<file path="config.mk">
export PLATFORM = sky130hd
export DESIGN_NAME = fbi_flash_host
export DESIGN_NICKNAME = d
export VERILOG_FILES = /design/src/verilog/fbi_pkg.sv /design/src/verilog/fbi_wait_timer.sv /design/src/verilog/fbi_flash_host.sv
export SDC_FILE = /design/constraint.sdc
export NUM_CORES = 1
export LEC_CHECK = 0
export ABC_CLOCK_PERIOD_IN_PS = 4660
export BUFFER_PORTS_ARGS = -buffer_cell sky130_fd_sc_hd__buf_4
export CORE_AREA = 2 2 157 159
export DETAILED_ROUTE_END_ITERATION = 10
export DIE_AREA = 0 0 159 161
export PLACE_DENSITY = 0.69
export SLEW_MARGIN = 20
export SYNTH_ARGS = -nofsm -noshare
export SYNTH_HDL_FRONTEND = slang
export SYNTH_SLANG_ARGS = --single-unit
</file>
<file path="constraint.sdc">
create_clock -name aclk -period 4.66 [get_ports aclk]
set_input_delay 0 -clock aclk [delete_from_list [all_inputs] [get_ports aclk]]
set_output_delay 0 -clock aclk [all_outputs]
set_load 0.05 [all_outputs]
</file>
<file path="src/verilog/fbi_pkg.sv">
// Constants, register map and operation codes of the flash bus host controller
package fbi_pkg;
	// Clock rate
	localparam int CLK_MHZ = 25;
	// Pin timing, in ns
	localparam int T_WRITE_PULSE_NS = 60;
	localparam int T_RANDOM_ACC_NS = 120;
	localparam int T_PAGE_ACC_NS = 40;
	localparam int T_RESET_PULSE_MIN_NS = 200;
	localparam int T_RESET_REC_NS = 400;
	localparam int T_ABORT_REC_NS = 2000;
	// Least times round up to whole cycles
	localparam logic [7:0] WP_CYC = 8'((T_WRITE_PULSE_NS * CLK_MHZ + 999) / 1000);
	localparam logic [7:0] ACC_CYC = 8'((T_RANDOM_ACC_NS * CLK_MHZ + 999) / 1000);
	localparam logic [7:0] PAGE_CYC = 8'((T_PAGE_ACC_NS * CLK_MHZ + 999) / 1000);
	localparam logic [7:0] RST_CYC = 8'((T_RESET_PULSE_MIN_NS * CLK_MHZ + 999) / 1000);
	localparam logic [7:0] REC_CYC =
		8'(((T_ABORT_REC_NS > T_RESET_REC_NS ? T_ABORT_REC_NS : T_RESET_REC_NS)
		* CLK_MHZ + 999) / 1000);
	// Register byte offsets
	localparam logic [7:0] REG_CTRL = 8'h00;
	localparam logic [7:0] REG_ADDR = 8'h04;
	localparam logic [7:0] REG_WDATA = 8'h08;
	localparam logic [7:0] REG_STATUS = 8'h0c;
	localparam logic [7:0] REG_RDATA0 = 8'h10;
	localparam logic [7:0] REG_LAST = 8'h1c;
	// CTRL fields
	localparam int CTRL_START = 0;
	localparam int CTRL_OP_LSB = 1;
	localparam int CTRL_WP_LEVEL = 4;
	localparam int CTRL_CE_STROBE = 5;
	// STATUS fields
	localparam int STAT_BUSY = 0;
	localparam int STAT_DONE = 1;
	localparam int STAT_IDMODE = 2;
	localparam int STAT_BANK_B = 3;
	localparam int STAT_BLOCK_LSB = 4;
	localparam int STAT_PROT = 9;
	localparam int STAT_LOCK = 10;
	// Operation codes
	localparam logic [2:0] OP_WRITE = 3'h0;
	localparam logic [2:0] OP_READ = 3'h1;
	localparam logic [2:0] OP_PAGE = 3'h2;
	localparam logic [2:0] OP_CMD = 3'h3;
	localparam logic [2:0] OP_RESET = 3'h4;
	// Command bus values
	localparam logic [19:0] UNLOCK1_ADDR = 20'h00555;
	localparam logic [15:0] UNLOCK1_DATA = 16'h00aa;
	localparam logic [19:0] UNLOCK2_ADDR = 20'h002aa;
	localparam logic [15:0] UNLOCK2_DATA = 16'h0055;
	localparam logic [7:0] CMD_IDENT = 8'h90;
	localparam logic [7:0] CMD_ARRAY = 8'hf0;
	// Array map
	localparam logic [19:0] BANK_B_BASE = 20'h40000;
	localparam logic [19:0] PARAM_TOP = 20'h08000;
	localparam logic [4:0] MAIN_A_FIRST = 5'h08;
	localparam logic [4:0] BANK_B_OFS = 5'h08;
	// AXI responses
	localparam logic [1:0] RESP_OKAY = 2'h0;
	localparam logic [1:0] RESP_SLVERR = 2'h2;
	// Pin sequencer states
	typedef enum logic [3:0] {
		FBI_IDLE, FBI_WSETUP, FBI_WSTROBE, FBI_WRELEASE, FBI_WHOLD, FBI_WEND,
		FBI_RACC, FBI_REND, FBI_RSTLOW, FBI_RSTREC
	} fbi_state_t;
endpackage

</file>
<file path="src/verilog/fbi_wait_timer.sv">
// Down-counter that times strobe widths and access waits
`timescale 1ns/1ps
module fbi_wait_timer (
	// Clock and reset
	input wire logic aclk,
	input wire logic aresetn,
	// Load and status
	input wire logic load,
	input wire logic [7:0] cycles,
	output logic expired
);
	logic [7:0] count;

	// Counts down from the loaded value, stops at zero
	always_ff @(posedge aclk) begin
		if (!aresetn) begin
			count <= 8'h00;
		end else if (load) begin
			count <= cycles;
		end else if (count != 8'h00) begin
			count <= count - 8'h01;
		end
	end

	// A load in progress never reads as expired
	assign expired = (count == 8'h00) && !load;
endmodule // fbi_wait_timer

</file>
<file path="src/verilog/fbi_flash_host.sv">
// AXI4-Lite controlled host that drives a dual-bank NOR flash over its pins
`timescale 1ns/1ps
module fbi_flash_host (
	// Clock and reset
	input wire logic aclk,
	input wire logic aresetn,
	// AXI4-Lite write channels
	input wire logic [7:0] awaddr,
	input wire logic [2:0] awprot,
	input wire logic awvalid,
	output logic awready,
	input wire logic [31:0] wdata,
	input wire logic [3:0] wstrb,
	input wire logic wvalid,
	output logic wready,
	output logic [1:0] bresp,
	output logic bvalid,
	input wire logic bready,
	// AXI4-Lite read channels
	input wire logic [7:0] araddr,
	input wire logic [2:0] arprot,
	input wire logic arvalid,
	output logic arready,
	output logic [31:0] rdata,
	output logic [1:0] rresp,
	output logic rvalid,
	input wire logic rready,
	// Flash pins
	output logic [19:0] word_address_bus,
	output logic [15:0] data_lines_out,
	output logic data_lines_oe,
	input wire logic [15:0] data_lines_in,
	output logic chip_select_n,
	output logic read_gate_n,
	output logic write_strobe_n,
	output logic reset_powerdown_n,
	output logic write_lock_n
);
	fbi_pkg::fbi_state_t state;
	logic [19:0] addr_reg;
	logic [15:0] wdata_reg;
	logic [2:0] op_reg;
	logic ce_strobe;
	logic start_req;
	logic done_flag;
	logic done_pulse;
	logic identifier_mode;
	logic protected_flag;
	logic locked_flag;
	logic [1:0] step;
	logic [1:0] page_word_select;
	logic [15:0] page_buf [4];
	logic timer_load;
	logic [7:0] timer_cycles;
	logic timer_expired;
	logic wr_go;
	logic [31:0] wmask;
	logic [31:0] status_word;
	logic bank_b;
	logic [4:0] block_num;

	// Offset decode shared by both channels
	function automatic logic addr_mapped(input logic [7:0] a);
		return (a[1:0] == 2'h0) && (a <= fbi_pkg::REG_LAST);
	endfunction

	// Block decode of the bottom-boot map
	function automatic logic [4:0] block_of(input logic [19:0] a);
		if (a >= fbi_pkg::BANK_B_BASE) begin
			return a[19:15] - fbi_pkg::BANK_B_OFS;
		end else if (a < fbi_pkg::PARAM_TOP) begin
			return {2'h0, a[14:12]};
		end else begin
			return fbi_pkg::MAIN_A_FIRST + {2'h0, a[17:15]} - 5'h01;
		end
	endfunction

	assign bank_b = addr_reg >= fbi_pkg::BANK_B_BASE;
	assign block_num = block_of(addr_reg);

	// Byte lanes from the write strobes
	genvar gi;
	generate
		for (gi = 0; gi < 4; gi++) begin : g_mask
			assign wmask[gi*8 +: 8] = {8{wstrb[gi]}};
		end
	endgenerate

	fbi_wait_timer u_timer (
		.aclk(aclk),
		.aresetn(aresetn),
		.load(timer_load),
		.cycles(timer_cycles),
		.expired(timer_expired)
	);

	// Address and data are taken together, one write at a time
	assign wr_go = awvalid && wvalid && !awready && !bvalid;

	// Write channel handshake and response
	always_ff @(posedge aclk) begin
		if (!aresetn) begin
			awready <= 1'b0;
			wready <= 1'b0;
			bvalid <= 1'b0;
			bresp <= fbi_pkg::RESP_OKAY;
		end else begin
			awready <= wr_go;
			wready <= wr_go;
			if (awready) begin
				bvalid <= 1'b1;
				bresp <= addr_mapped(awaddr) ? fbi_pkg::RESP_OKAY : fbi_pkg::RESP_SLVERR;
			end else if (bready) begin
				bvalid <= 1'b0;
			end
		end
	end

	// Software registers; a start while busy is dropped
	always_ff @(posedge aclk) begin
		if (!aresetn) begin
			addr_reg <= 20'h00000;
			wdata_reg <= 16'h0000;
			op_reg <= fbi_pkg::OP_READ;
			ce_strobe <= 1'b0;
			write_lock_n <= 1'b1;
			start_req <= 1'b0;
		end else begin
			start_req <= 1'b0;
			if (awready) begin
				unique case (awaddr)
					fbi_pkg::REG_CTRL: begin
						if (wstrb[0]) begin
							op_reg <= wdata[fbi_pkg::CTRL_OP_LSB +: 3];
							write_lock_n <= wdata[fbi_pkg::CTRL_WP_LEVEL];
							ce_strobe <= wdata[fbi_pkg::CTRL_CE_STROBE];
							start_req <= wdata[fbi_pkg::CTRL_START] && state == fbi_pkg::FBI_IDLE;
						end
					end
					fbi_pkg::REG_ADDR: begin
						addr_reg <= 20'(({12'h000, addr_reg} & ~wmask) | (wdata & wmask));
					end
					fbi_pkg::REG_WDATA: begin
						wdata_reg <= 16'(({16'h0000, wdata_reg} & ~wmask) | (wdata & wmask));
					end
					default: begin
					end
				endcase
			end
		end
	end

	// Completion flag: a finish in the same cycle as a new start wins
	always_ff @(posedge aclk) begin
		if (!aresetn) begin
			done_flag <= 1'b0;
		end else if (done_pulse) begin
			done_flag <= 1'b1;
		end else if (start_req) begin
			done_flag <= 1'b0;
		end
	end

	always_comb begin
		status_word = 32'h00000000;
		status_word[fbi_pkg::STAT_BUSY] = state != fbi_pkg::FBI_IDLE;
		status_word[fbi_pkg::STAT_DONE] = done_flag;
		status_word[fbi_pkg::STAT_IDMODE] = identifier_mode;
		status_word[fbi_pkg::STAT_BANK_B] = bank_b;
		status_word[fbi_pkg::STAT_BLOCK_LSB +: 5] = block_num;
		status_word[fbi_pkg::STAT_PROT] = protected_flag;
		status_word[fbi_pkg::STAT_LOCK] = locked_flag;
	end

	// Read channel; data is sampled at the address handshake
	always_ff @(posedge aclk) begin
		if (!aresetn) begin
			arready <= 1'b0;
			rvalid <= 1'b0;
			rdata <= 32'h00000000;
			rresp <= fbi_pkg::RESP_OKAY;
		end else begin
			arready <= arvalid && !arready && !rvalid;
			if (arready) begin
				rvalid <= 1'b1;
				rresp <= addr_mapped(araddr) ? fbi_pkg::RESP_OKAY : fbi_pkg::RESP_SLVERR;
				if (araddr >= fbi_pkg::REG_RDATA0 && addr_mapped(araddr)) begin
					rdata <= {16'h0000, page_buf[araddr[3:2]]};
				end else begin
					unique case (araddr)
						fbi_pkg::REG_CTRL: rdata <= {26'h0, ce_strobe, write_lock_n, op_reg, 1'b0};
						fbi_pkg::REG_ADDR: rdata <= {12'h000, addr_reg};
						fbi_pkg::REG_WDATA: rdata <= {16'h0000, wdata_reg};
						fbi_pkg::REG_STATUS: rdata <= status_word;
						default: rdata <= 32'h00000000;
					endcase
				end
			end else if (rready) begin
				rvalid <= 1'b0;
			end
		end
	end

	// Pin sequencer; every pin is a flop and changes one step at a time,
	// so no strobe pulse is ever shorter than a full 40 ns cycle
	always_ff @(posedge aclk) begin
		if (!aresetn) begin
			state <= fbi_pkg::FBI_IDLE;
			word_address_bus <= 20'h00000;
			data_lines_out <= 16'h0000;
			data_lines_oe <= 1'b0;
			chip_select_n <= 1'b1;
			read_gate_n <= 1'b1;
			write_strobe_n <= 1'b1;
			reset_powerdown_n <= 1'b1;
			step <= 2'h0;
			page_word_select <= 2'h0;
			timer_load <= 1'b0;
			timer_cycles <= 8'h00;
			done_pulse <= 1'b0;
			identifier_mode <= 1'b0;
			protected_flag <= 1'b0;
			locked_flag <= 1'b0;
			for (int i = 0; i < 4; i++) begin
				page_buf[i] <= 16'h0000;
			end
		end else begin
			timer_load <= 1'b0;
			done_pulse <= 1'b0;
			unique case (state)
				fbi_pkg::FBI_IDLE: begin
					step <= (op_reg == fbi_pkg::OP_CMD) ? 2'h0 : 2'h2;
					page_word_select <= 2'h0;
					if (start_req) begin
						unique case (op_reg)
							fbi_pkg::OP_WRITE, fbi_pkg::OP_CMD: begin
								state <= fbi_pkg::FBI_WSETUP;
							end
							fbi_pkg::OP_RESET: begin
								reset_powerdown_n <= 1'b0;
								timer_load <= 1'b1;
								timer_cycles <= fbi_pkg::RST_CYC;
								state <= fbi_pkg::FBI_RSTLOW;
							end
							default: begin
								// Gate falls with select and address in the same cycle
								word_address_bus <= {addr_reg[19:2], 2'h0};
								if (op_reg == fbi_pkg::OP_READ || identifier_mode) begin
									word_address_bus <= addr_reg;
								end
								chip_select_n <= 1'b0;
								read_gate_n <= 1'b0;
								timer_load <= 1'b1;
								timer_cycles <= fbi_pkg::ACC_CYC;
								state <= fbi_pkg::FBI_RACC;
							end
						endcase
					end
				end
				fbi_pkg::FBI_WSETUP: begin
					// Address and data settle before either strobe falls
					unique case (step)
						2'h0: begin
							word_address_bus <= fbi_pkg::UNLOCK1_ADDR;
							data_lines_out <= fbi_pkg::UNLOCK1_DATA;
						end
						2'h1: begin
							word_address_bus <= fbi_pkg::UNLOCK2_ADDR;
							data_lines_out <= fbi_pkg::UNLOCK2_DATA;
						end
						default: begin
							word_address_bus <= addr_reg;
							data_lines_out <= wdata_reg;
						end
					endcase
					data_lines_oe <= 1'b1;
					read_gate_n <= 1'b1;
					state <= fbi_pkg::FBI_WSTROBE;
				end
				fbi_pkg::FBI_WSTROBE: begin
					// Held strobe falls first; the timing strobe falls later
					if (ce_strobe) begin
						write_strobe_n <= 1'b0;
					end else begin
						chip_select_n <= 1'b0;
					end
					timer_load <= 1'b1;
					timer_cycles <= fbi_pkg::WP_CYC;
					state <= fbi_pkg::FBI_WRELEASE;
				end
				fbi_pkg::FBI_WRELEASE: begin
					if (ce_strobe) begin
						chip_select_n <= 1'b0;
					end else begin
						write_strobe_n <= 1'b0;
					end
					if (!timer_load && timer_expired && !(ce_strobe ? chip_select_n : write_strobe_n)) begin
						// Timing strobe rises first; data still driven
						if (ce_strobe) begin
							chip_select_n <= 1'b1;
						end else begin
							write_strobe_n <= 1'b1;
						end
						state <= fbi_pkg::FBI_WHOLD;
					end
				end
				fbi_pkg::FBI_WHOLD: begin
					chip_select_n <= 1'b1;
					write_strobe_n <= 1'b1;
					state <= fbi_pkg::FBI_WEND;
				end
				fbi_pkg::FBI_WEND: begin
					data_lines_oe <= 1'b0;
					if (step != 2'h2) begin
						step <= step + 2'h1;
						state <= fbi_pkg::FBI_WSETUP;
					end else begin
						// Only 90h at the unlock address after unlock enters
						// identifier mode; F0h or anything else leaves it
						identifier_mode <= op_reg == fbi_pkg::OP_CMD
							&& addr_reg == fbi_pkg::UNLOCK1_ADDR
							&& wdata_reg[7:0] == fbi_pkg::CMD_IDENT;
						done_pulse <= 1'b1;
						state <= fbi_pkg::FBI_IDLE;
					end
				end
				fbi_pkg::FBI_RACC: begin
					if (!timer_load && timer_expired) begin
						page_buf[page_word_select] <= data_lines_in;
						if (identifier_mode && page_word_select == 2'h0) begin
							protected_flag <= data_lines_in[0];
							locked_flag <= data_lines_in[1];
						end
						if (op_reg == fbi_pkg::OP_PAGE && !identifier_mode
							&& page_word_select != 2'h3) begin
							// Next word of the same page at page speed
							page_word_select <= page_word_select + 2'h1;
							word_address_bus[1:0] <= page_word_select + 2'h1;
							timer_load <= 1'b1;
							timer_cycles <= fbi_pkg::PAGE_CYC;
						end else begin
							read_gate_n <= 1'b1;
							state <= fbi_pkg::FBI_REND;
						end
					end
				end
				fbi_pkg::FBI_REND: begin
					chip_select_n <= 1'b1;
					done_pulse <= 1'b1;
					state <= fbi_pkg::FBI_IDLE;
				end
				fbi_pkg::FBI_RSTLOW: begin
					if (!timer_load && timer_expired) begin
						reset_powerdown_n <= 1'b1;
						identifier_mode <= 1'b0;
						timer_load <= 1'b1;
						timer_cycles <= fbi_pkg::REC_CYC;
						state <= fbi_pkg::FBI_RSTREC;
					end
				end
				fbi_pkg::FBI_RSTREC: begin
					if (!timer_load && timer_expired) begin
						done_pulse <= 1'b1;
						state <= fbi_pkg::FBI_IDLE;
					end
				end
				default: begin
					state <= fbi_pkg::FBI_IDLE;
				end
			endcase
		end
	end
endmodule // fbi_flash_host

</file>
Word-level counts from Yosys, hierarchy flattened
Memories as Yosys holds them, arrays and structs flattened.
Index checks and enable logic that the tools add are counted.

word-level totals
  bits in registers = 153
  RAM bits = 64
  output and inout port bits = 83
  word-level logic and storage cells = 238
  memories = 1

operators by class
  add/subtract/negate cells = 6
  $lt $le $gt $ge = 5
  eq/ne operators = 37
  muxes and demuxes = 81
  bitwise gates (word level) = 6
  reduce and logical (&&, ||, !) cells = 70

memories
  memory    words  bits a word  rd ports  clocked after memory_dff  wr ports  line                  source
  page_buf  4      16           1         0                         4         fbi_flash_host.sv:52  logic [15:0] page_buf [4];

operators with widths
  operator                number
  $pmux W20 S4            1
  $mux W20                3
  $mux W8                 6
  $and A20 B20 Y20        2
  $pmux W20 S2            1
  $mux W1                 36
  $pmux W18 S2            1
  $pmux W4 S9             1
  $pmux W16 S2            1
  $pmux W8 S4             1
  $ne A2 B2 Y1 const B    15
  $eq A8 B4 Y1 const B    3
  $logic_not A8 Y1        3
  $mux W4                 6
  $eq A20 B11 Y1 const B  1
  $ge A20 B19 Y1 const B  1
  $lt A20 B16 Y1 const B  1
  $not A20 Y20            1
  $or A20 B20 Y20         1
  $reduce_bool A2 Y1      10
  $logic_and A1 B1 Y1     17
  $and A16 B16 Y16        1
  $eq A4 B3 Y1 const B    4
  $eq A8 B3 Y1 const B    2
  other kinds (43)        86

Longest topological paths before layout
Gate-level depths: netlist (run 1).

  depth after elaboration = 9
  mapped depth = 9
  mapped depth without buffers = 7

Hierarchy
A second synthesis (run 1) with hierarchy kept.

second synthesis, totals
  cells, all modules = 927
  area total of the unflattened synthesis = 9525.4 um^2

by module, submodules not included
  module          times used  cells each  area each (um^2)  sequential area each (um^2)
  fbi_flash_host  1           871         9051.2            4464.3
  fbi_wait_timer  1           56          474.2             160.2

Worst setup path before layout (run 1)
No wires, ideal clock.

  path type = register -> register
  start point = register u_timer.count[0]
  end point = memory page_buf[3][0], enable pin
  setup time = 0.414 ns
  arrival time = 2.613 ns
  slack = 1.633 ns
  cell stages (with the launch flop) = 7
  cell sequence = dfxtp_1 inv_1 ha_1 nor3b_2 nand2_4 or3_4 o31ai_1

RTL lines
  element                 line                  source
  start, declared         fbi_wait_timer.sv:12  logic [7:0] count;
  start signal, assigned  fbi_wait_timer.sv:19  count <= cycles;
  start signal, assigned  fbi_wait_timer.sv:21  count <= count - 8'h01;
  end, declared           fbi_flash_host.sv:52

==> results of run 1 <==
## kinds of logic (layout without fill, tap and decap cells)
| family | count (synthesis) | in the layout |
|---|---|---|
| and+or+nand+nor | 345 | 345 |
| xor gates and xnor gates | 10 | 10 |
| muxes | 68 | 68 |
| adders and majority gates | 8 | 8 |
| buffers and inverters | 97 | 251 |
| DFF | 199 | 199 |
| AOI/OAI and AO/OA | 192 | 192 |
| other | 1 | 14 |
## Yosys cell counts (3+ instances only)
cell type / count
a211oi_1: 26
a21oi_1: 67
a22o_1: 8
a22oi_1: 15
a31oi_1: 8
and2_1: 65
and3_1: 11
buf_1: 7
buf_2: 18
buf_4: 20
buf_6: 4
clkbuf_1: 31
dfxtp_1: 135
edfxtp_1: 64
ha_1: 8
inv_1: 16
mux2i_1: 47
mux4_2: 19
nand2_1: 47
nand2b_1: 18
nand3_1: 29
nand3b_1: 4
nand4_1: 3
nor2_1: 99
nor2b_1: 7
nor3_1: 14
nor3b_1: 3
nor4_1: 5
nor4_4: 3
o211ai_1: 4
o21a_1: 3
o21ai_0: 22
o221ai_1: 3
o31ai_1: 9
or2_2: 3
or3_1: 4
xnor2_1: 5
xor2_1: 5
## power breakdown
| group | internal (µW) | total [µW] | leakage, µW | switching (µW) |
|---|---|---|---|---|
| registers | 1940 | 2070 | 0.00176 | 136 |
| logic | 567 | 1540 | 0.00264 | 973 |
| clock network | 786 | 1480 | 0.000285 | 692 |
## how the worst min path moves through the flow
stage / from / endpoint / slack [ns] / cells past startpoint
floorplan: wvalid / wready / 0.12 / 2
global placement: wdata[4] / write_lock_n / 0.25 / 3
detailed placement: wdata[4] / write_lock_n / 0.25 / 3
CTS: araddr[6] / rresp[1] / 0.02 / 3
global route: araddr[6] / rresp[1] / 0.03 / 3
finish: araddr[6] / rresp[1] / 0.04 / 3
## area by class of cell
type	count	share of cell area
Sequential cell	199	0.3948
Multi-Input combinational cell	637	0.3730
Timing Repair Buffer	202	0.1421
Clock buffer	19	0.03877
Tap cell	324	0.03461
Clock inverter	13	0.01122
Inverter	17	0.005554
## worst min-delay path: stages
cell and delay [ns]:
buf_4 0.08, nor3_1 0.09, a311oi_1 0.25
## through the flow
step / setup WS, ns / instance area, µm² / std cells / util / hold WS (ns)
2_1_floorplan: 1.633 / 9470 / 933 / - / 0.1194
3_3_place_gp: 1.461 / 10540 / 1320 / 0.4397 / 0.2461
3_5_place_dp: 1.433 / 10540 / 1320 / 0.4397 / 0.2454
4_1_cts: 1.404 / 11710 / 1411 / 0.4888 / 0.01612
5_1_grt: 1.227 / 11710 / 1411 / 0.4888 / 0.03131
6_report: 1.419 / 11710 / 1411 / 0.4888 / 0.04089
## metal layers
metal / share of wire / track usage / vias up / routed length [µm]
li1: - / - / 3614 / -
met1: 0.46 / 0.2839 / 3577 / 11760
met2: 0.45 / 0.3079 / 274 / 11550
met3: 0.068 / 0.03929 / 25 / 1732
met4: 0.016 / 0.05868 / 0 / 405
met5: 0 / 0 / - / 0
## what timing repair did
action | in CTS | in global routing
hold buffers | 59 | 0
endpoints found under the setup margin | 0 | 0
endpoints found under the hold margin | 117 | 0
==> impl_results.md, run 1 <==
* Final min period at 3.241 ns
* Reg2reg path depth at 6
* Distinct cells, synth at 84
* Critical path's slowest cell: nand4bb_1
* RD Place Congestion at 0.8645
* Via density at 5.308
* Ports at 164
* Yosys Warn Count at 0
* Max Slew Vio Count at 0
* Post-route DRC at 0
* CP Launch Point: state[0]
* Worst r2r src: state[0]
* Post-synthesis sequential area ratio at 0.4908
* Root buf cell: clkbuf_16
* Max Cap Viol at 0
* Area occupied by multi-input gates at between 4000 and 5000 µm²
* Overall Global Routing Usage at 0.1990
* Clock sinks at 199
* CTS buffer count at 17
* Simple-Gate Fraction of Synth Area at 0.2041
* Routed Antenna Nets at 0
* Setup crit end kind: flop
* Setup Viol. Count Final at 0
* Core ar. at 23960 µm²
* Flop2flop setup slack at 1.42 ns
* Post-CTS Setup Bufs at 0
* Detailed-route via count at 7490
* Initial DRC Count at between 700 and 800
* Final period util at 0.6955
* Worst setup path end: page_buf[2][3]
* Largest family of logic cells by synthesized area: simple AND/OR/NAND/NOR gates
* Worst Skew at 0.01006 ns
* Synth Area in Compound Gates at 0.1348
* Post-cts resize count at 0
* Most used cell, CP: buf_4
* Slew headroom at 0.4056
* Slew @ Worst Pin at 0.8911 ns
* Min-Delay Path Class: input port to flop
* Post-synth EDFFs at 64
* F_max at 0.3085 GHz
* Slowest stage delay, CP at 0.59 ns
* Depth of the CTS H-tree at 4
* WP depth at 6
* Most common cell after layout, fill and taps aside: buf_4
* Largest net degree at the start of global routing at 85
* Cell taking the most area after synthesis: dfxtp_1
* Initial antenna violation count at 0
* CP Launch Type: flop
* Post-Synth XOR/XNOR Area at 0.009296
* Clock transition at path regs at about 0.070 ns
* Critical Path, Cell by Cell: nand4bb_1 -> nor3_4 -> buf_4 -> and3_1 -> nand2b_1 -> buf_4
* Synthesized-area fraction occupied by adder cells at 0.01062
* Synth Cell Area at roughly 9400 µm²
* Synth top area cells: dfxtp_1, edfxtp_1, mux2i_1
* Die Wd at approximately 160 µm
* Fraction of synthesized area in multiplexers at 0.09774
* Avg WL per Cell at roughly 18 µm
* Pwr per Cell Area at between 400 and 500 nW/µm²
* Vias in the first global route at 7122
* Leakage power at approximately 0.0047 µW
* Outcome: finished, final reports clean
* TNS Setup at 0 ns
* WP data arrival at 3.38 ns
* Die Height at 161 µm
* Detailed Routing Iterations Pass 1 at 5
* Initial core utilization at 0.3932
* RSZ-0062 raised after global routing: no
* WL final at 25.45 mm
* # rows at 57
* Area Overhead vs Synth at 24.33%
* Nets@finish at 1163
* Worst Path Max Fanout at 22
* Ys flop type: dfxtp_1
* CP bufs+invs at 2
* Sequential cell area at 4624 µm²
* Fin. Hold Viols at 0
* CTS max path bufs at 2
* Commonest non-fill, non-tap cells in the layout: buf_4, dfxtp_1, nor2_1, a21oi_1, and2_1
* Yosys reg bits at 199
* CTS tree: yes
* Asr flop ratio synth at 0
* Worst Path Required at 4.80 ns
* CP top delay family: simple AND/OR/NAND/NOR gates
* Post-synth top area share at 0.2869
* Die area at 25600 µm²
* Hpwl dp at 17.45 mm
* FILL cells at approximately 2200
* VDD IR-drop max at between 0.0002 and 0.00025 V
* Clk Latency, worst-skew pair at 0.44 ns
* Layout cells sized above 1 at 0.2107
* GRT Residual Overflow at 0
* I/O Buffers at 130
* Worst flop-to-flop path endpoint: page_buf[2][3]
* Synth Area per Inst at 10.24 µm²
* CP Class: flop to flop
* Mapped Cells at 920
* First-pass GRT wire length at 40.08 mm
* # diodes at 0
* Final Power at slightly above 5000 µW
Power figures use the tool's default switching activity.
==> run 2, diff against run 1 <==
ABC_AREA = 1   (was unset)
ABC_CLOCK_PERIOD_IN_PS = 2900   (was 4660)
CORE_AREA = 2 2 156 158   (was 2 2 157 159)
DIE_AREA = 0 0 158 160   (was 0 0 159 161)
PLACE_DENSITY = 0.71   (was 0.69)
clock period = 2.9 ns   (was 4.66 ns; I/O delays follow)
==> impl_results.md, run 2 <==
* Outcome: finished, final reports clean
* Clock transition at path regs at about 0.07 ns
* Leakage power at between 0.004 and 0.005 µW
* Synth Cell Area at roughly 9300 µm²
* Root buf cell: clkbuf_16
* CP Class: flop to flop
* Clock sinks at 199
* Nets@finish at 1411
* Setup crit end kind: flop
* Hold WS at 0.02907 ns
* FILL cells at 2276
* Initial core utilization at 0.3924
* CTS max path bufs at 2
* CTS buffer count at 17
* Detailed Routing Iterations Pass 1 at 5
* Final period util at 0.8761
* Worst Skew at between 0.009 and 0.01 ns
* Mapped Cells at 1150
* Area Overhead vs Synth at 24.58%
* F_max at 0.3936 GHz
* Flop2flop setup slack at 0.36 ns
* Slowest stage delay, CP at 0.32 ns
* Synth Area per Inst at 8.127 µm²
* Routed Antenna Nets at 0
* Detailed-route via count at around 8600
* Min-Delay Path Class: input port to flop
* Overall Global Routing Usage at 0.2164
* CP top delay family: simple AND/OR/NAND/NOR gates
* WP data arrival at 2.69 ns
* CP Launch Type: flop
* Yosys reg bits at 199
* Depth of the CTS H-tree at 4
* # rows at 57
* Most frequent cell after synthesis: nand2_1
* Pwr per Cell Area at 711.0 nW/µm²
* First-pass GRT wire length at ~43 mm
* Worst Path Max Fanout at 22
* Post-cts resize count at 0
* Yosys Warn Count at 0
* RSZ-0062 raised after global routing: no
* Vias in the first global route at 8277
* Largest net degree at the start of global routing at 86
* Die Wd at roughly 160 µm
* Fin. Hold Viols at 0
* Critical path's slowest cell: dfxtp_1
* Distinct cells, synth at 56
* Initial antenna violation count at 0
* I/O Buffers at 130
* Placed inst area at 10550 µm²
* VDD IR-drop max at 0.0004152 V
* Initial DRC Count at roughly 700
* Asr flop ratio synth at 0
* Hpwl dp at 19.19 mm
* Clk Latency, worst-skew pair at 0.44 ns
* Slew headroom at 0.4599
* Max Cap Viol at 0
* RD Place Congestion at 0.9147
* Layout cells sized above 1 at 0.1940
* Sequential cell area at 4624 µm²
* Commonest non-fill, non-tap cells in the layout: nand2_1, nor2_1, buf_4, dfxtp_1, a21oi_1
* Max Slew Vio Count at 0
* Post-route DRC at 0
* Ports at 164
* Area occupied by multi-input gates at approximately 4000 µm²
* GRT Residual Overflow at 0
* CTS Hold Buffers Added at 52
* Die Height at between 150 and 200 µm
* Die area at 25280 µm²
* Synth top area cells: dfxtp_1, edfxtp_1, nand2_1
* Synth top cells by count: nand2_1, nor2_1, dfxtp_1, a21oi_1, o21ai_0
* Post-synth EDFFs at 64
* Post-CTS Setup Bufs at 0
* Post-synth top area share at 0.2892
* TNS Setup at 0 ns
* Slew @ Worst Pin at between 0.8 and 0.9 ns
* Critical Path, Cell by Cell: inv_1 -> ha_1 -> inv_1 -> nor2_2 -> nand3_4 -> nor2_4 -> nand2_4 -> nor2_8 -> nand2_4 -> nand2_1 -> buf_4
* Core ar. at about 24000 µm²
* Final Cell Area at 11640 µm²
* WL final at roughly 27 mm
* Setup Viol. Count Final at 0
* Worst Path Required at 3.05 ns
* CTS tree: yes
* Avg WL per Cell at 16.18 µm
* Most common cell after layout, fill and taps aside: nand2_1
* Post-synthesis sequential area ratio at 0.4948
* Via density at 5.168
* Ys flop type: dfxtp_1
* Final min period at 2.541 ns
* Core Util, Final at 0.4888
* # diodes at 0
* Cell taking the most area after synthesis: dfxtp_1
* CP bufs+invs at 3
## run 2: cell type report
| type | count | area share |
|---|---|---|
| Clock buffer | 18 | 0.03686 |
| Multi-Input combinational cell | 792 | 0.3432 |
| Clock inverter | 14 | 0.01236 |
| Sequential cell | 199 | 0.3972 |
| Timing Repair Buffer | 196 | 0.1375 |
| Inverter | 116 | 0.03804 |
| Tap cell | 324 | 0.03482 |
## run 2: layer usage
layer	vias to the layer above	GRT usage	share of wire
li1	4154	-	-
met1	4042	0.2853	0.42
met2	329	0.3611	0.50
met3	48	0.02958	0.059
met4	0	0.08026	0.025
met5	-	0	0
## run 2: cells by family (layout without fill, tap and decap cells)
| kind of cell | Yosys count | in the layout | share of synthesized area |
|---|---|---|---|
| other | 1 | 14 | 0.0004012 |
| XOR/XNOR | 5 | 5 | 0.004685 |
| adder cells (fa/ha/maj) | 8 | 8 | 0.01071 |
| flip-flops | 199 | 199 | 0.4948 |
| buffers and inverters | 172 | 344 | 0.08340 |
| AND/OR/NAND/NOR | 518 | 518 | 0.2576 |
| AO/OA/AOI/OAI | 247 | 247 | 0.1485 |
## run 2: worst paths after layout
kind | start | to | cells past startpoint
max reg2reg | u_timer.count[0] | page_buf[0][14] | 11
min | wstrb[2] | flop | 3
min reg2reg | bvalid | wready | 1
max | u_timer.count[0] | page_buf[0][14] | 11
## run 2: report_power, final
group	switching (µW)	internal (µW)
logic	1780	784
clock network	1140	1210
registers	211	3150
total	3140	5140
## run 2: through the flow
| step | power, µW | setup WS (ns) | cells |
|---|---|---|---|
| floorplan | 5264 | 0.1630 | 1163 |
| global placement | 5871 | 0.4361 | 1575 |
| CTS | 8289 | 0.3380 | 1659 |
| detailed placement | 5916 | 0.3532 | 1575 |
| finish | 8279 | 0.3593 | 1659 |
| global route | 8707 | 0.1110 | 1659 |
## run 2: worst register-to-register path, stage by stage (launching register included)
cell,delay (ns)
dfxtp_1,0.32
inv_1,0.10
ha_1,0.17
inv_1,0.05
nor2_2,0.14
nand3_4,0.15
nor2_4,0.19
nand2_4,0.22
nor2_8,0.18
nand2_4,0.15
nand2_1,0.31
buf_4,0.27
==> run 3, diff against run 2 <==
ABC_CLOCK_PERIOD_IN_PS = 2940   (was 2900)
PLACE_DENSITY = 0.69   (was 0.71)
clock period = 2.94 ns   (was 2.9 ns; I/O delays follow)
==> impl_results.md, run 3 (synthesis results as in run 2) <==
* Initial antenna violation count at 0
* I/O Buffers at 130
* Core ar. at 23820 µm²
* Pwr per Cell Area at 710.1 nW/µm²
* Most common cell after layout, fill and taps aside: nand2_1
* Slew @ Worst Pin at between 0.7 and 0.8 ns
* # rows at 57
* Clk Latency, worst-skew pair at ~0.43 ns
* Critical path's slowest cell: dfxtp_1
* Post-cts resize count at 0
* Worst r2r src: u_timer.count[0]
* Critical Path, Cell by Cell: inv_1 -> ha_1 -> inv_1 -> nor2_2 -> nand3_4 -> nor2_4 -> nand2_4 -> nor2_8 -> nand2_4 -> nand2_1 -> buf_12
* Worst flop-to-flop path endpoint: page_buf[0][0]
* Die Wd at 158 µm
* Slew headroom at 0.4810
* Outcome: finished, final reports clean
* RD Place Congestion at 0.8837
* Die Height at roughly 160 µm
* Min-Delay Path Class: input port to flop
* CTS Hold Buffers Added at 50
* Final period util at 0.8278
* P_sw at 3113 µW
* CP Launch Type: flop
* CP bufs+invs at 3
* Post-route DRC at 0
* Overall Global Routing Usage at 0.2131
* Ports at 164
* TNS Setup at 0 ns
* CTS tree: yes
* Seq pwr share at 0.399
* Post-CTS Setup Bufs at 0
* Final Cell Area at roughly 12000 µm²
* Max Cap Viol at 0
* Hold endpoint: start_req
* Vias in the first global route at between 8000 and 9000
* Via density at 5.089
* Setup crit end kind: flop
* CP top delay family: simple AND/OR/NAND/NOR gates
* Worst Path Max Fanout at 22
* Root buf cell: clkbuf_16
* Worst Path Required at 3.09 ns
* Place WS at 0.4825 ns
* Hpwl dp at 18.88 mm
* Initial DRC Count at 675
* F_max at 0.4109 GHz
* Clock transition at path regs at 0.07 ns
* Avg WL per Cell at 15.90 µm
* Net Sw Frac at 0.3750
* CTS max path bufs at 2
* Depth of the CTS H-tree at 4
* Final min period at 2.434 ns
* Clock sinks at 199
* CP Class: flop to flop
* GRT Residual Overflow at 0
* Placed inst area at 10560 µm²
* Leakage power at 0.004961 µW
* FILL cells at 2321
* HP Start: awaddr[2]
* Reg2reg path depth at 11
* CTS buffer count at 17
* Fin. Hold Viols at 0
* Max Slew Vio Count at 0
* Final critical-path setup slack at 0.5062 ns
* Initial core utilization at 0.3924
* Area Overhead vs Synth at 25.05%
* Layout cells sized above 1 at 0.1958
* WL final at 26.35 mm
* Nets@finish at 1409
* WP data arrival at 2.58 ns
* Sequential cell area at 4624 µm²
* Largest net degree at the start of global routing at 57
* VDD IR-drop max at 0.0004539 V
* Setup Viol. Count Final at 0
* Flop2flop setup slack at 0.51 ns
* Slowest stage delay, CP at 0.32 ns
* Routed Antenna Nets at 0
* Die area at around 25000 µm²
* Detailed Routing Iterations Pass 1 at 5
* Detailed-route via count at 8432
* Internal Power at 5187 µW
* Commonest non-fill, non-tap cells in the layout: nand2_1, nor2_1, buf_4, dfxtp_1, a21oi_1
* Part of the power in combinational logic at 0.303
* First-pass GRT wire length at roughly 43 mm
* RSZ-0062 raised after global routing: no
* Area occupied by multi-input gates at between 3000 and 4000 µm²
* Worst Skew at ~0.016 ns
* # diodes at 0
* Clock network power share at 0.298
* Hold Path Stages at 4
-- run 3: changes by cell type in the layout (fill, tap and decap cells not counted) --
cell,delta
buf_12,+1
buf_4,-1
bufinv_16,+1
clkbuf_1,-1
clkinv_1,-1
clkinv_8,+1
clkinvlp_2,-2
dlygate4sd3_1,-2
inv_8,+2
-- run 3: per-stage QoR --
stage                 util  std cells  hold WS (ns)  total power [µW]
floorplan                -       1163       0.09406              5192
global placement    0.4434       1575        0.1817              5798
detailed placement  0.4434       1575        0.1933              5832
CTS                 0.4907       1657      0.003252              8323
global route        0.4907       1657       0.04307              8737
finish              0.4907       1657       0.01378              8300
-- run 3: per-layer routing --
layer,share of wire,track usage,vias up
met5,0,0,-
met4,0.018,0.05078,0
met3,0.061,0.04071,36
met2,0.49,0.3603,286
met1,0.43,0.2814,3952
li1,-,-,4158
-- run 3: worst max path at each step --
stage,from,depth (start not counted),to
2_1_floorplan,u_timer.count[0],8,page_buf[3][0]
3_5_place_dp,u_timer.count[0],11,page_buf[0][15]
6_report,u_timer.count[0],11,page_buf[0][0]
3_3_place_gp,u_timer.count[0],11,page_buf[0][11]
5_1_grt,u_timer.count[0],11,page_buf[0][0]
4_1_cts,u_timer.count[0],11,page_buf[0][0]
-- run 3: cell type report --
type	instances	share of cell area
Tap cell	324	0.03469
Multi-Input combinational cell	792	0.3419
Sequential cell	199	0.3957
Inverter	116	0.03790
Timing Repair Buffer	194	0.1364
Clock inverter	15	0.01702
Clock buffer	17	0.03640
-- run 3: worst min-delay path: stages --
cell and delay (ns):
buf_4 0.09, inv_1 0.06, nand4_1 0.17, nor4_1 0.06
-- run 3: power by group through the flow --
stage          Combinational, µW  Sequential [µW]  Clock, µW
2_1_floorplan               1460             3730          0
3_3_place_gp                2430             3370          0
3_5_place_dp                2460             3370          0
4_1_cts                     2520             3310       2490
5_1_grt                     2800             3350       2590
6_report                    2520             3310       2470
